--- src/inc/rsg_pkg.sv ---
package rsg_pkg;

  // ****************************************
  // Timing
  // ****************************************
  localparam int unsigned CLK_HZ          = 10_000_000;
  localparam int unsigned READY_HOLD_MS   = 40;
  localparam int unsigned IRQ_LOW_MS      = 5;
  localparam int unsigned READY_HOLD_CYC  = (CLK_HZ / 1000) * READY_HOLD_MS;
  localparam int unsigned IRQ_LOW_CYC     = (CLK_HZ / 1000) * IRQ_LOW_MS;
  localparam int unsigned CNT_W           = 19;

  // ****************************************
  // Pin functions and encodings
  // ****************************************
  localparam logic [1:0] PIN_FN_HIZ       = 2'h0;
  localparam logic [1:0] PIN_FN_IRQ       = 2'h1;
  localparam logic [1:0] PIN_FN_LOW       = 2'h2;
  localparam logic [1:0] PIN_FN_HIGH      = 2'h3;
  localparam logic [1:0] ERR_NONE         = 2'h0;
  localparam logic [1:0] ERR_LOW          = 2'h1;
  localparam logic [1:0] ERR_MID          = 2'h2;
  localparam logic [1:0] ERR_BAD          = 2'h3;
  localparam logic [3:0] ERR_LOW_MAX      = 4'h2;
  localparam logic [3:0] ERR_MID_MAX      = 4'h5;

  // ****************************************
  // Reset values
  // ****************************************
  localparam logic       RST_WIRE3        = 1'b0;

endpackage

--- src/hw/rsg_hold_timer.sv ---
`timescale 1ns/1ps
module rsg_hold_timer #(
  parameter int unsigned CYCLES = 16
) (
  input  wire logic core_clk,
  input  wire logic rst_n,
  input  wire logic start,
  input  wire logic clear,
  output logic      active
);

  // ****************************************
  // Retriggerable down counter
  // ****************************************
  typedef struct packed {
    logic [rsg_pkg::CNT_W-1:0] cnt;
  } rsg_tmr_state_t;

  rsg_tmr_state_t st_q;
  rsg_tmr_state_t st_d;

  always_comb begin
    st_d = st_q;
    if (start) begin
      st_d.cnt = rsg_pkg::CNT_W'(CYCLES);
    end else if (clear) begin
      st_d.cnt = '0;
    end else if (st_q.cnt != '0) begin
      st_d.cnt = st_q.cnt - rsg_pkg::CNT_W'(1);
    end
  end

  always_ff @(posedge core_clk) begin
    if (!rst_n) begin
      st_q <= '0;
    end else begin
      st_q <= st_d;
    end
  end

  assign active = (st_q.cnt != '0);

endmodule

--- src/hw/rsg_status_pins.sv ---
`timescale 1ns/1ps
// Summary of operation
// [RULE1] Pins one and three select bus mode
// [RULE2] Pins act as GPIO, IRQ, stereo
// [RULE3] Host waits powerup before IRQ use
// [RULE4] GPIO works regardless of supplies, enables
// [RULE5] Decoder syncs, detects and corrects blocks
// [RULE6] Decoding runs only when enabled
// [RULE7] Mode bit low selects standard mode
// [RULE8] Standard valid group: ready 40 ms
// [RULE9] Standard valid group: pin low 5 ms
// [RULE10] Invalid group: no ready, no pulse (code: standard mode only; verbose takes any synced group)
// [RULE11] Standard mode: sync, error levels zero
// [RULE12] Mode bit high selects verbose mode
// [RULE13] Verbose: sync flag follows synchronization
// [RULE14] Verbose synced group: ready 40 ms
// [RULE15] Verbose synced group: pin low 5 ms
// [RULE16] Error levels: 00,01,10,11 by count
// [RULE17] Host discards six-plus error blocks
// [RULE18] Seek done: pin low 5 ms
// [RULE19] Shared pin pulses for either event
module rsg_status_pins (
  input  wire logic       core_clk,
  input  wire logic       rst_n,
  input  wire logic       decoder_enable,
  input  wire logic       decoder_verbose_select,
  input  wire logic       group_interrupt_enable,
  input  wire logic       seek_done_interrupt_enable,
  input  wire logic [1:0] pin_one_function_field,
  input  wire logic [1:0] pin_two_function_field,
  input  wire logic [1:0] pin_three_function_field,
  input  wire logic       stereo_indicator,
  input  wire logic       seek_done_flag,
  input  wire logic       group_done,
  input  wire logic       group_valid,
  input  wire logic       stream_synced,
  input  wire logic [3:0] block_a_bit_errors,
  input  wire logic [3:0] block_b_bit_errors,
  input  wire logic [3:0] block_c_bit_errors,
  input  wire logic [3:0] block_d_bit_errors,
  input  wire logic       general_pin_one_in,
  input  wire logic       general_pin_two_in,
  input  wire logic       general_pin_three_in,
  output logic            general_pin_one_out,
  output logic            general_pin_one_oe,
  output logic            general_pin_two_out,
  output logic            general_pin_two_oe,
  output logic            general_pin_three_out,
  output logic            general_pin_three_oe,
  output logic [2:0]      general_pin_level,
  output logic            bus_three_wire,
  output logic            group_ready_flag,
  output logic            decoder_sync_flag,
  output logic [1:0]      block_a_error_level,
  output logic [1:0]      block_b_error_level,
  output logic [1:0]      block_c_error_level,
  output logic [1:0]      block_d_error_level
);

  // ****************************************
  // State
  // ****************************************
  typedef struct packed {
    logic [2:0] pin_s1;
    logic [2:0] pin_s2;
    logic       in_reset;
    logic       wire3;
    logic       seek_prev;
    logic       sync;
    logic [7:0] blk_err;
  } rsg_state_t;

  rsg_state_t st_q;
  rsg_state_t st_d;

  logic       take_group;
  logic       seek_rise;
  logic       ready_act;
  logic       irq_act;
  logic       irq_start;
  logic [1:0] lvl [4];
  logic [3:0] errs [4];

  assign errs[0] = block_a_bit_errors;
  assign errs[1] = block_b_bit_errors;
  assign errs[2] = block_c_bit_errors;
  assign errs[3] = block_d_bit_errors;

  // ****************************************
  // Error level encoding
  // ****************************************
  genvar gi;
  generate
    for (gi = 0; gi < 4; gi++) begin : g_lvl
      always_comb begin
        if (errs[gi] == 4'h0) begin
          lvl[gi] = rsg_pkg::ERR_NONE; // [RULE16]
        end else if (errs[gi] <= rsg_pkg::ERR_LOW_MAX) begin
          lvl[gi] = rsg_pkg::ERR_LOW; // [RULE16]
        end else if (errs[gi] <= rsg_pkg::ERR_MID_MAX) begin
          lvl[gi] = rsg_pkg::ERR_MID; // [RULE16]
        end else begin
          lvl[gi] = rsg_pkg::ERR_BAD; // [RULE16]
        end
      end
    end
  endgenerate

  // ****************************************
  // Group acceptance
  // ****************************************
  always_comb begin
    take_group = 1'b0;
    if (decoder_enable && group_done) begin // [RULE5] [RULE6]
      if (decoder_verbose_select) begin
        take_group = stream_synced; // [RULE12] [RULE14]
      end else begin
        take_group = group_valid; // [RULE7] [RULE8] [RULE10]
      end
    end
  end

  assign seek_rise = seek_done_flag && !st_q.seek_prev;
  assign irq_start = (take_group && group_interrupt_enable) // [RULE9] [RULE15]
                   || (seek_rise && seek_done_interrupt_enable); // [RULE18] [RULE19]

  // ****************************************
  // Next state
  // ****************************************
  always_comb begin
    st_d           = st_q;
    st_d.pin_s1    = {general_pin_three_in, general_pin_two_in, general_pin_one_in};
    st_d.pin_s2    = st_q.pin_s1;
    st_d.in_reset  = 1'b0;
    st_d.seek_prev = seek_done_flag;
    if (st_q.in_reset) begin
      st_d.wire3 = st_q.pin_s2[0] && !st_q.pin_s2[2]; // [RULE1]
    end
    st_d.sync = decoder_enable && decoder_verbose_select && stream_synced; // [RULE13] [RULE11]
    if (take_group && decoder_verbose_select) begin
      st_d.blk_err = {lvl[3], lvl[2], lvl[1], lvl[0]};
    end
    if (!decoder_enable || !decoder_verbose_select) begin
      st_d.blk_err = '0; // [RULE11]
    end
  end

  always_ff @(posedge core_clk) begin
    if (!rst_n) begin
      st_q          <= '0;
      st_q.pin_s1   <= st_d.pin_s1;
      st_q.pin_s2   <= st_d.pin_s2; // [RULE1]
      st_q.in_reset <= 1'b1;
      st_q.wire3    <= rsg_pkg::RST_WIRE3;
    end else begin
      st_q <= st_d;
    end
  end

  // ****************************************
  // Hold timers
  // ****************************************
  rsg_hold_timer #(
    .CYCLES (rsg_pkg::READY_HOLD_CYC)
  ) u_ready (
    .core_clk (core_clk),
    .rst_n    (rst_n),
    .start    (take_group), // [RULE8] [RULE14]
    .clear    (!decoder_enable),
    .active   (ready_act)
  );

  rsg_hold_timer #(
    .CYCLES (rsg_pkg::IRQ_LOW_CYC)
  ) u_irq (
    .core_clk (core_clk),
    .rst_n    (rst_n),
    .start    (irq_start),
    .clear    (1'b0),
    .active   (irq_act)
  );

  // ****************************************
  // Outputs
  // ****************************************
  assign group_ready_flag    = ready_act;
  assign decoder_sync_flag   = st_q.sync;
  assign block_a_error_level = st_q.blk_err[1:0];
  assign block_b_error_level = st_q.blk_err[3:2];
  assign block_c_error_level = st_q.blk_err[5:4];
  assign block_d_error_level = st_q.blk_err[7:6];
  assign general_pin_level   = st_q.pin_s2; // [RULE4]
  assign bus_three_wire      = st_q.wire3;

  // Pin drivers, independent of supplies and enables
  always_comb begin
    general_pin_one_oe    = pin_one_function_field[1]; // [RULE2] [RULE4]
    general_pin_one_out   = pin_one_function_field[0];
    general_pin_three_oe  = (pin_three_function_field != rsg_pkg::PIN_FN_HIZ); // [RULE2]
    general_pin_three_out = (pin_three_function_field == rsg_pkg::PIN_FN_IRQ)
                          ? stereo_indicator : pin_three_function_field[0];
    unique case (pin_two_function_field)
      rsg_pkg::PIN_FN_HIZ: begin
        general_pin_two_oe  = 1'b0;
        general_pin_two_out = 1'b0;
      end
      rsg_pkg::PIN_FN_IRQ: begin
        general_pin_two_oe  = 1'b1;
        general_pin_two_out = !irq_act; // [RULE9] [RULE15] [RULE18]
      end
      rsg_pkg::PIN_FN_LOW: begin
        general_pin_two_oe  = 1'b1;
        general_pin_two_out = 1'b0;
      end
      rsg_pkg::PIN_FN_HIGH: begin
        general_pin_two_oe  = 1'b1;
        general_pin_two_out = 1'b1;
      end
    endcase
  end

endmodule

--- config.mk ---
export PLATFORM = sky130hd
export DESIGN_NAME = rsg_status_pins
export DESIGN_NICKNAME = d
export VERILOG_FILES = /design/src/inc/rsg_pkg.sv /design/src/hw/rsg_hold_timer.sv /design/src/hw/rsg_status_pins.sv
export SDC_FILE = /design/constraint.sdc
export NUM_CORES = 1
export LEC_CHECK = 0
export BUFFER_PORTS_ARGS = -buffer_cell sky130_fd_sc_hd__buf_2
export CORE_MARGIN = 2
export CORE_UTILIZATION = 35
export CTS_CLUSTER_DIAMETER = 200
export DETAILED_ROUTE_END_ITERATION = 7
export HOLD_SLACK_MARGIN = 0.02
export MAX_ROUTING_LAYER = met4
export PLACE_DENSITY = 0.61
export SLEW_MARGIN = 20
export SYNTH_ARGS = -nofsm -noshare
export SYNTH_HDL_FRONTEND = slang
export SYNTH_SLANG_ARGS = --single-unit
--- constraint.sdc ---
create_clock -name core_clk -period 2.55 [get_ports core_clk]
set_clock_uncertainty 0.15 [all_clocks]
set_input_delay 0.1275 -clock core_clk [delete_from_list [all_inputs] [get_ports core_clk]]
set_output_delay 0.1275 -clock core_clk [all_outputs]
set_load 0.01 [all_outputs]
==> results.md, run 1 <==
- Clock buffer depth: 2
- Tcrit/Tclk final: 0.915
- Final GP Congestion: 0.822
- Total gr overflow: 0
- Worst-skew pair later-pin latency: 0.31 ns
- Vias per cell: 5.04
- Worst VDD drop: 0.470 mV
- CTS H-Tree Depth: 2
- Setup Crit Path Kind: reg -> out
- DRC viols: 0
- Number of max-cap violations: 0
- Gr busiest metal: met2
- Synth async-reset ratio: 0
- Initial core utilization: 0.364
- #FFs+latches synth: 56
- Most frequent cell after synthesis: dfxtp_1
- Share of cells above drive strength 1: 0.219
- CTS root buffer: clkbuf_8
- RSZ-0062 raised after global routing: false
- Post-Syn Area per Cell: 8.84 sq um
- Total track usage: 0.142
- I/O Buffers: 51
- Via count: 2272
- Worst hold path class: in -> reg
- Commonest cells post-synth: 56 x dfxtp_1, 42 x nor2_1, 16 x xnor2_1
- Fin Setup TNS: 0 ns
- Cell count after synthesis: 300
- Clock-pin slew on the worst setup and hold paths: 0.11 ns
- Initial antenna violation count: 0
- Post-synth design cell area: 2650 sq um
- Detailed Routing Iterations Pass 1: 4
- CP arrival: 2.06 ns
- CP Capture Type: output port
- Sink Count: 56
- Post-synth top area cell: dfxtp_1
- Die W: 91.1 um
- Post-synth top area share: 0.423
- Number of antenna-violating nets in the routed design: 0
- Num rows: 31
- Worst-Margin Slew: 0.522 ns
- Hold Vio Cnt, Final: 0
- Yosys warnings: 0
- Yosys cell types: 43
- CTS Buf Count: 5
- Drt wl/cell: 12.3 um
- PwrDens: 1370 nW/um^2
- Vias in the first global route: 2133
- Post-synthesis sequential area ratio: 0.423
- M2 GR Usage: 0.229
- Fin crit period: 2.33 ns
- Largest net degree at the start of global routing: 19
- First-pass GRT wire length: 9.66 mm
- Die area: 8290 sq um
- CTS tree: built
- Met1 usage: 0.181
- Area delta synth->final: 19.3%
- Met3 usage: 0.0282
- Max FO, Critical Path: 8
- Routed wire length: 5.57 mm
- Worst EP required: 2.27 ns
- Top_reg_cell synth: dfxtp_1
- Nets: 391
- Outcome: complete, no violations
- Fmax: 0.429 GHz
- Top Ports: 56
- Final setup violating endpoints: 0
- Total power draw: 4.33 mW
- Initial DRC count: 67
- Worst setup SP type: flip-flop
- Top cells by area, synth: dfxtp_1 42%, nor2_1 5.9%, xnor2_1 5.3%
- # diodes: 0
- Die Ht: 91.1 um
- Slew HR: 0.649
- Lkg Pwr: 1.25 nW
- Number of synthesized flops with an enable pin: 0
- Post-layout util: 0.434
- Hpwl dp: 4.13 mm
- Core area: 7290 sq um
- Syn Nets: 340
- Pins Over Slew Limit: 0
[path summary, 6_finish.rpt]
path | start | end | slack (ns) | cells after the start
worst max register to register | u_ready.st_q[2] | u_ready.st_q[11] | 0.42 | 5
worst min register to register | st_d[13] | general_pin_level[1] | 0.19 | 0
worst min-delay path | block_d_bit_errors[2] | block_d_error_level[1] | 0.03 | 3
worst max-delay path | u_ready.st_q[2] | group_ready_flag | 0.22 | 5
[logic make-up after synthesis]
group,share of synthesized area
AND/OR/NAND/NOR,0.273
multiplexers,0.00377
flip-flops,0.423
adder cells (fa/ha/maj),0.0189
AO/OA/AOI/OAI,0.118
buffers and inverters,0.0613
XOR/XNOR,0.102
[metrics by stage]
stage,worst slack [ns],cells,instance area [sq um],hold WS [ns]
6_report,0.216,451,3170,0.0286
5_1_grt,0.0162,451,3170,0.0232
4_1_cts,0.109,451,3150,0.0230
3_5_place_dp,0.289,432,2930,0.0816
3_3_place_gp,0.331,432,2930,0.0795
2_1_floorplan,0.618,300,2650,0.00522
[metal layers]
layer / vias to the layer above / routed length (um)
met5: - / 0
met4: 0 / 60
met3: 5 / 201
met2: 44 / 2610
met1: 1062 / 2700
li1: 1161 / -
[repair_timing]
| item | 4_1_cts | 5_1_grt |
|---|---|---|
| pin swaps | 1 | 0 |
| hold buffers | 10 | 0 |
| resized for setup | 0 | 2 |
| setup endpoints to repair | 1 | 1 |
| buffers inserted | 1 | 0 |
| hold endpoints to repair | 9 | 0 |
[power breakdown]
part,leakage (nW),switching (mW),total [mW],internal [mW]
logic,0.739,1.28,2.29,1.01
registers,0.460,0.310,1.43,1.12
clock network,0.0548,0.309,0.605,0.296
[final cells by class]
class                   count  area, sq um
inverters                   9         33.8
clock buffers               5         68.8
flip-flops and latches     56         1120
repair buffers             65          385
clock inverters             3         46.3
fillers                   744         4130
multi-input cells         214         1390
well taps                  99          124
[cell usage in the layout, fill, tap and decap left out, types with 2 or more instances in the layout]
cell type      Yosys  final
nor3b_1            3      3
buf_4             13      4
o21a_1             3      3
a31oi_1            3      3
nor4_1            12     12
nor4_4             1      3
o31ai_1            4      4
ha_1               4      4
xnor2_1           16     16
or4_1              5      5
dfxtp_1           56     56
nand4_1            4      4
dlygate4sd3_1      0     10
nor4b_1            2      2
nand3_1           12     12
clkbuf_8           0      5
or3_1              2      2
o21ai_0           13     13
a21oi_1           12     12
nand2_1            8      8
inv_1              8      8
nand3b_1           2      2
buf_2              0     51
nand3_2            2      2
xor2_1            15     15
nor3_1            14     14
nor2_1            42     42
or2_2              4      4
a211oi_1          10     10
o211ai_1           2      2
nand2b_1           6      6
[worst max-delay path, stage by stage (launching register included)]
cell	delay (ns)
dfxtp_1	0.38
nor4_1	0.47
nand2_1	0.28
nor2_1	0.30
inv_1	0.14
buf_2	0.16
[registers in the layout (all words and copies together) (netlist names)]
| register | count |
|---|---|
| block_c_error_level | 2 |
| block_a_error_level | 2 |
| block_b_error_level | 2 |
| st_q | 2 |
| decoder_sync_flag | 1 |
| u_ready.st_q | 19 |
| u_irq.st_q | 19 |
| general_pin_level | 3 |
| st_d | 3 |
| bus_three_wire | 1 |
| block_d_error_level | 2 |
(Power assumes the default switching activity.)
==> inputs of run 2 (changes only) <==
- ABC_AREA: default -> 1
- CTS_BUF_LIST: default -> sky130_fd_sc_hd__clkbuf_2
- GPL_ROUTABILITY_DRIVEN: default -> 1
- PLACE_DENSITY: 0.61 -> 0.6
==> run 2 against run 1 <==
  * Routed wire length grew 25%
  * Synthesized area up 14%
  * Critical path depth grew 3
  * Cell count increased by 35%
  * Fmax grew 7.0%
  * Highest routed layer unchanged
  * Clock-buffer cell count unchanged
  * Sequential power decreased by 3%
  * Register-to-register slack worse by 0.05 ns
==> results.md, run 2 <==
- Critical path depth: 8 (+3)
- Top Ports: 56 (unchanged)
- I/O Buffers: 51 (unchanged)
- Number of synthesized flops with an enable pin: 0 (unchanged)
- R2R cell count: 12 (+7)
- Biggest regs: u_irq.st_q: 19 flops, u_ready.st_q: 19 flops
- Slew HR: 0.621 (-0.0276)
- Clock buffer depth: 2 (unchanged)
- Part of the power in registers: 0.292 (-0.039)
- CP arrival: 2.48 ns (+0.42 ns)
- Die Ht: 97.0 um (+6.6%)
- Critical Path Sink: decoder_sync_flag
- Critical path origin: rst_n
- Max FO, Critical Path: 8 (unchanged)
- Hold Vio Cnt, Final: 0 (unchanged)
- Share of cells above drive strength 1: 0.208 (-0.0112)
- Reg2reg start: u_ready.st_q[0]
- Post_cts resized: 0 (unchanged)
- Number of antenna-violating nets in the routed design: 0 (unchanged)
- Net Sw Frac: 0.506 (+0.0677)
- Setup Crit Path Kind: in -> reg
- Fin Setup TNS: 0 ns (unchanged)
- Drt wl/cell: 11.4 um (-7.4%)
- Fillers: 842 (+13%)
- PwrDens: 1280 nW/um^2 (-6.5%)
- Lkg Pwr: 1.78 nW (+42%)
- Initial core utilization: 0.365 (+0.00123)
- CTS tree: built
- Vias in the first global route: 2737 (+28%)
- Total power draw: 4.71 mW (+8.9%)
- Cell Chain, Critical Path: dlygate4sd3_1, buf_2, nand2_1, nor2_2, dlygate4sd3_1, inv_1, nor2_1, dlygate4sd3_1
- Commonest non-fill, non-tap cell in the layout: nand2_1
- Top cells by area, synth: dfxtp_1 37%, nand2_1 9.9%, nor2_1 8.2%
- Num rows: 33 (+6.5%)
- Fin crit period: 2.18 ns (-0.152 ns)
- Synth async-reset ratio: 0 (unchanged)
- CP max stage delay: 0.71 ns (+0.24 ns)
- Post-Syn Area per Cell: 7.04 sq um (-20%)
- First-pass GRT wire length: 12.3 mm (+28%)
- Fmax: 0.458 GHz (+7.0%)
- Die W: 97.0 um (+6.6%)
- DRC viols: 0 (unchanged)
- Fin cells: 611 (+35%)
- Total gr overflow: 0 (unchanged)
- Inst Count DP: 568 (+31%)
- Clock group share of total power: 0.077 (-0.063)
- Sink Count: 56 (unchanged)
- Final setup violating endpoints: 0 (unchanged)
- R2R Setup Slk: 0.37 ns (-0.05 ns)
- Via count: 2819 (+24%)
- Slowest CP cell: dlygate4sd3_1
- Largest net degree at the start of global routing: 19 (unchanged)
- RSZ-0062 raised after global routing: false
- Worst-Margin Slew: 0.566 ns (+0.0447 ns)
- Worst VDD drop: 0.484 mV (+3.0%)
- #FFs+latches synth: 56 (unchanged)
- Most frequent cells in the layout: 80 x nand2_1, 66 x nor2_1, 56 x dfxtp_1
- Internal Power: 2.33 mW (-4.2%)
- Worst EP required: 2.85 ns (+0.58 ns)
- CTS Buf Count: 5 (unchanged)
- Total track usage: 0.159 (+0.0169)
- Clock-pin slew on the worst setup and hold paths: 0.31 ns (+0.20 ns)
- P_sw: 2.39 mW (+26%)
- Tcrit/Tclk final: 0.855 (-0.0598)
- Syn Nets: 470 (+38%)
- RR Endpoint: u_ready.st_q[9]
- Yosys warnings: 0 (unchanged)
- Hpwl dp: 5.07 mm (+23%)
- Area delta synth->final: 21.7%
- Worst hold path class: in -> out
- Worst setup SP type: input port
- Post-synthesis sequential area ratio: 0.370 (-0.0525)
- Final GP Congestion: 0.879 (+7.0%)
- CTS H-Tree Depth: 2 (unchanged)
- CP dominant cell by count: dlygate4sd3_1
- Most frequent cell after synthesis: nand2_1
- CTS root buffer: clkbuf_2
- Combinational group share of total power: 0.630 (+0.101)
- Die area: 9410 sq um (+14%)
- Post-synth design cell area: 3030 sq um (+14%)
- Initial antenna violation count: 0 (unchanged)
- Crit-path leading delay family: buffers and inverters
- Worst-skew pair later-pin latency: 0.47 ns (+0.16 ns)
- Post-synth top area cell: dfxtp_1
- Top_reg_cell synth: dfxtp_1
- Yosys cell types: 32 (-26%)
- Buf/Inv on CP: 5 (+3)
- Pins Over Slew Limit: 0 (unchanged)
- Core area: 8300 sq um (+14%)
- CP Capture Type: flip-flop
- Hold_buf cts: 35 (+25)
- Outcome: complete, no violations
- Setup Buffers After CTS: 0 (-1)
- Hold WS: 0.105 ns (+0.0764 ns)
- Nets: 545 (+39%)
- # diodes: 0 (unchanged)
- Detailed Routing Iterations Pass 1: 4 (unchanged)
- Post-synth top area share: 0.370 (-0.0525)
- Number of max-cap violations: 0 (unchanged)
- Commonest cells post-synth: 80 x nand2_1, 66 x nor2_1, 56 x dfxtp_1
- Routed wire length: 6.98 mm (+25%)
- Initial DRC count: 76 (+13%)
- Vias per cell: 4.61 (-8.4%)
- Cell count after synthesis: 430 (+43%)
==> run 2: cell count changes in the layout (fill, tap and decap cells not counted), sizes merged, moves of 6 or more <==
cell,change
nor3,-7
or4,-7
nor4,-15
dlygate4sd3,+25
a21oi,+19
a211oi,-8
nand2,+81
nand2b,-6
nor2,+42
xnor2,-9
nand3,+19
inv,+49
==> run 2: power groups by stage <==
stage | Combinational, mW | Clock, mW | Sequential [mW]
3_5_place_dp | 2.93 | 0 | 1.40
4_1_cts | 2.99 | 0.388 | 1.38
2_1_floorplan | 2.47 | 0 | 1.34
5_1_grt | 3.46 | 0.422 | 1.42
6_report | 2.97 | 0.365 | 1.38
3_3_place_gp | 2.91 | 0 | 1.40
==> run 2: metrics by stage <==
| stage | utilization | cell area, sq um | setup slack (ns) |
|---|---|---|---|
| 3_5_place_dp | 0.396 | 3290 | 0.817 |
| 3_3_place_gp | 0.396 | 3290 | 0.857 |
| 5_1_grt | 0.444 | 3690 | 0.217 |
| 2_1_floorplan | - | 3030 | 1.02 |
| 4_1_cts | 0.444 | 3690 | 0.359 |
| 6_report | 0.444 | 3690 | 0.369 |
==> run 2: worst min path at each step <==
stage | depth (start not counted) | endpoint | slack (ns) | from
after floorplan | 0 | st_d[12] | 0.005 | general_pin_one_in
after global placement | 1 | st_d[13] | 0.08 | general_pin_two_in
after detailed placement | 1 | st_d[12] | 0.08 | general_pin_one_in
after CTS | 0 | general_pin_one_oe | 0.11 | pin_one_function_field[1]
after global routing | 0 | general_pin_one_oe | 0.11 | pin_one_function_field[1]
final | 0 | general_pin_one_oe | 0.11 | pin_one_function_field[1]
==> run 2: cell type report <==
cell class              count  area (sq um)  share of cell area
clock buffers               5          25.0             0.00679
clock inverters             3          22.5             0.00611
inverters                  57           214              0.0580
multi-input cells         299          1570               0.425
flip-flops and latches     56          1120               0.304
well taps                 105           131              0.0356
repair buffers             86           606               0.164
==> run 2: routing by layer <==
layer	track usage	vias up	part of all wire
met4	0.0368	0	0.014
li1	-	1488	-
met1	0.197	1272	0.45
met3	0.0282	8	0.041
met5	-	-	0
met2	0.272	51	0.50
==> run 2: logic make-up after synthesis <==
family                     after synthesis  share of synthesized area
AOI/OAI and AO/OA                       51                     0.0913
xor gates and xnor gates                21                     0.0607
adders and majority gates                4                     0.0165
buffers and inverters                   75                      0.112
DFF                                     56                      0.370
and+or+nand+nor                        223                      0.349
==> inputs of run 3 (changes only) <==
- CELL_PAD_IN_SITES_DETAIL_PLACEMENT: default -> 1
- CELL_PAD_IN_SITES_GLOBAL_PLACEMENT: default -> 2
- CORE_UTILIZATION: 35 -> 32
- PLACE_DENSITY: 0.6 -> 0.88
- RECOVER_POWER: default -> 25
==> run 3 against run 2 <==
  * Worst hold slack worse by 0.019 ns
  * Total power is 1.9% higher
  * Cell count is 0.65% higher
  * Sequential cell count stayed put
  * Sequential power hardly changed
  * Critical endpoint is now u_ready.st_q[7]
  * Fmax is 5.3% lower
==> results.md, run 3 (synthesized netlist as in run 2, its figures left out) <==
- Outcome: complete, no violations
- Worst EP required: 2.78 ns (-0.07 ns)
- Worst-skew pair later-pin latency: 0.44 ns (-0.03 ns)
- Total track usage: 0.167 (+0.00764)
- Number of antenna-violating nets in the routed design: 0 (unchanged)
- Clock-pin slew on the worst setup and hold paths: 0.28 ns (-0.03 ns)
- Buf/Inv on CP: 4 (-1)
- R2R cell count: 12 (unchanged)
- CTS H-Tree Depth: 2 (unchanged)
- Hold path endpoint: u_ready.st_q[18]
- Initial core utilization: 0.329 (-0.0356)
- Tcrit/Tclk final: 0.903 (+0.0480)
- Worst hold path class: in -> reg
- Slowest CP cell: dlygate4sd3_1
- PwrDens: 1310 nW/um^2 (+2.7%)
- Initial DRC count: 42 (-45%)
- Detailed Routing Iterations Pass 1: 5 (+1)
- CTS Buf Count: 5 (unchanged)
- Number of max-cap violations: 0 (unchanged)
- Largest net degree at the start of global routing: 16 (-3)
- Met1 wire length: 3.59 mm (+14%)
- Setup Buffers After CTS: 0 (unchanged)
- Reg2reg start: u_ready.st_q[0]
- Hpwl dp: 6.03 mm (+19%)
- CTS tree: built
- Post_cts resized: 0 (unchanged)
- Nets: 544 (-0.18%)
- Die Ht: 101 um (+4.4%)
- Via count: 2866 (+1.7%)
- Cell Chain, Critical Path: inv_1, ha_1, inv_1, nor2_1, nand2_1, nor2_1, nand3_2, nand2_2, inv_2, nand2_1, a21oi_1, dlygate4sd3_1
- Highest routed metal layer: met4
- Die area: 10300 sq um (+9.0%)
- RR Endpoint: u_ready.st_q[7]
- CTS root buffer: clkbuf_2
- Num rows: 35 (+6.1%)
- Total gr overflow: 0 (unchanged)
- Fillers: 1196 (+42%)
- Hold Vio Cnt, Final: 0 (unchanged)
- Initial antenna violation count: 0 (unchanged)
- CP arrival: 2.53 ns (+0.05 ns)
- Routed wire length: 7.90 mm (+13%)
- CP Capture Type: flip-flop
- Setup Crit Path Kind: reg -> reg
- Top Ports: 56 (unchanged)
- Core area: 9200 sq um (+11%)
- Vias per cell: 4.66 (+1.0%)
- Post-layout util: 0.398 (-0.0465)
- Share of cells above drive strength 1: 0.190 (-0.0170)
- Fin crit period: 2.30 ns (+0.122 ns)
- # diodes: 0 (unchanged)
- Worst VDD drop: 0.410 mV (-15%)
- CP max stage delay: 0.59 ns (-0.12 ns)
- Fmax: 0.434 GHz (-5.3%)
- Final GP Congestion: 0.911 (+3.7%)
- Drt wl/cell: 12.8 um (+12%)
- Worst setup SP type: flip-flop
- Crit-path leading delay family: buffers and inverters
- Max FO, Critical Path: 6 (-2)
- R2R Setup Slk: 0.25 ns (-0.12 ns)
- Worst-Margin Slew: 0.614 ns (+0.0481 ns)
- Die W: 101 um (+4.4%)
- Final setup violating endpoints: 0 (unchanged)
- Most frequent cells in the layout: 80 x nand2_1, 66 x nor2_1, 56 x dfxtp_1
- Slew HR: 0.589 (-0.0321)
- Min-delay src: group_valid
- Lkg Pwr: 1.74 nW (-1.9%)
- First-pass GRT wire length: 13.4 mm (+8.7%)
- WL met2: 4.01 mm (+16%)
- Fin Setup TNS: 0 ns (unchanged)
- Commonest non-fill, non-tap cell in the layout: nand2_1
- I/O Buffers: 51 (unchanged)
- Met3 Wirelength: 218 um (-23%)
- Vias in the first global route: 2990 (+9.2%)
- Sink Count: 56 (unchanged)
- Area delta synth->final: 20.8%
- Biggest regs: u_irq.st_q: 19 flops, u_ready.st_q: 19 flops
- Clock buffer depth: 2 (unchanged)
- DRC viols: 0 (unchanged)
- RSZ-0062 raised after global routing: false
- Pins Over Slew Limit: 0 (unchanged)
- Worst hold path depth: 6 (+6)
[run 3: cell count changes in the layout (fill, tap and decap cells not counted), sizes merged]
cell,previous run,this run
clkinv,2,1
buf,51,43
dlygate4sd3,35,33
clkbuf,5,15
inv,58,57
[run 3: layout make-up]
class	instances	area (sq um)	area share
flip-flops and latches	56	1120	0.306
well taps	111	139	0.0380
multi-input cells	299	1570	0.429
clock inverters	1	5.00	0.00137
repair buffers	85	582	0.159
clock buffers	6	30.0	0.00821
inverters	57	214	0.0585
[run 3: stage by stage]
| step | std cells | power [mW] | worst slack, ns | instance area [sq um] | hold WS [ns] |
|---|---|---|---|---|---|
| after global placement | 575 | 4.40 | 0.822 | 3300 | 0.0797 |
| after floorplan | 430 | 3.80 | 1.02 | 3030 | 0.00522 |
| after global routing | 615 | 5.36 | 0.0700 | 3660 | 0.105 |
| final | 615 | 4.80 | 0.247 | 3660 | 0.0862 |
| after CTS | 615 | 4.88 | 0.272 | 3670 | 0.0743 |
| after detailed placement | 575 | 4.47 | 0.810 | 3300 | 0.0839 |
[run 3: worst max-delay path by stage]
stage                     from         endpoint  slack (ns)  cells past startpoint
6_report       u_ready.st_q[0]  u_ready.st_q[7]        0.25                     12
2_1_floorplan  u_ready.st_q[0]  u_ready.st_q[4]        1.02                     11
3_5_place_dp   u_ready.st_q[0]  u_ready.st_q[4]        0.81                     11
5_1_grt        u_ready.st_q[0]  u_ready.st_q[7]        0.07                     12
3_3_place_gp   u_ready.st_q[0]  u_ready.st_q[4]        0.82                     11
4_1_cts        u_ready.st_q[0]  u_ready.st_q[7]        0.27                     12
[run 3: where the power goes]
| part | switching [mW] | internal (mW) | total (mW) |
|---|---|---|---|
| registers | 0.265 | 1.13 | 1.39 |
| clock network | 0.269 | 0.0653 | 0.335 |
| logic | 1.95 | 1.13 | 3.08 |
| total | 2.48 | 2.32 | 4.80 |
[run 3: tightest hold or removal path: stages]
cell and delay, ns:
buf_2 0.10, nand2_1 0.05, nand2_1 0.07, nand3_2 0.07, buf_4 0.19, a21oi_1 0.08
[run 3: what timing repair did]
item | CTS | global route
hold buffers | 33 | 0
setup endpoints to repair | 0 | 0
endpoints found under the hold margin | 39 | 0
[run 3: routing by layer]
layer / global-route usage / vias up
met1: 0.193 / 1343
met2: 0.305 / 40
met5: - / -
met4: 0.0353 / 0
met3: 0.0248 / 8
li1: - / 1475
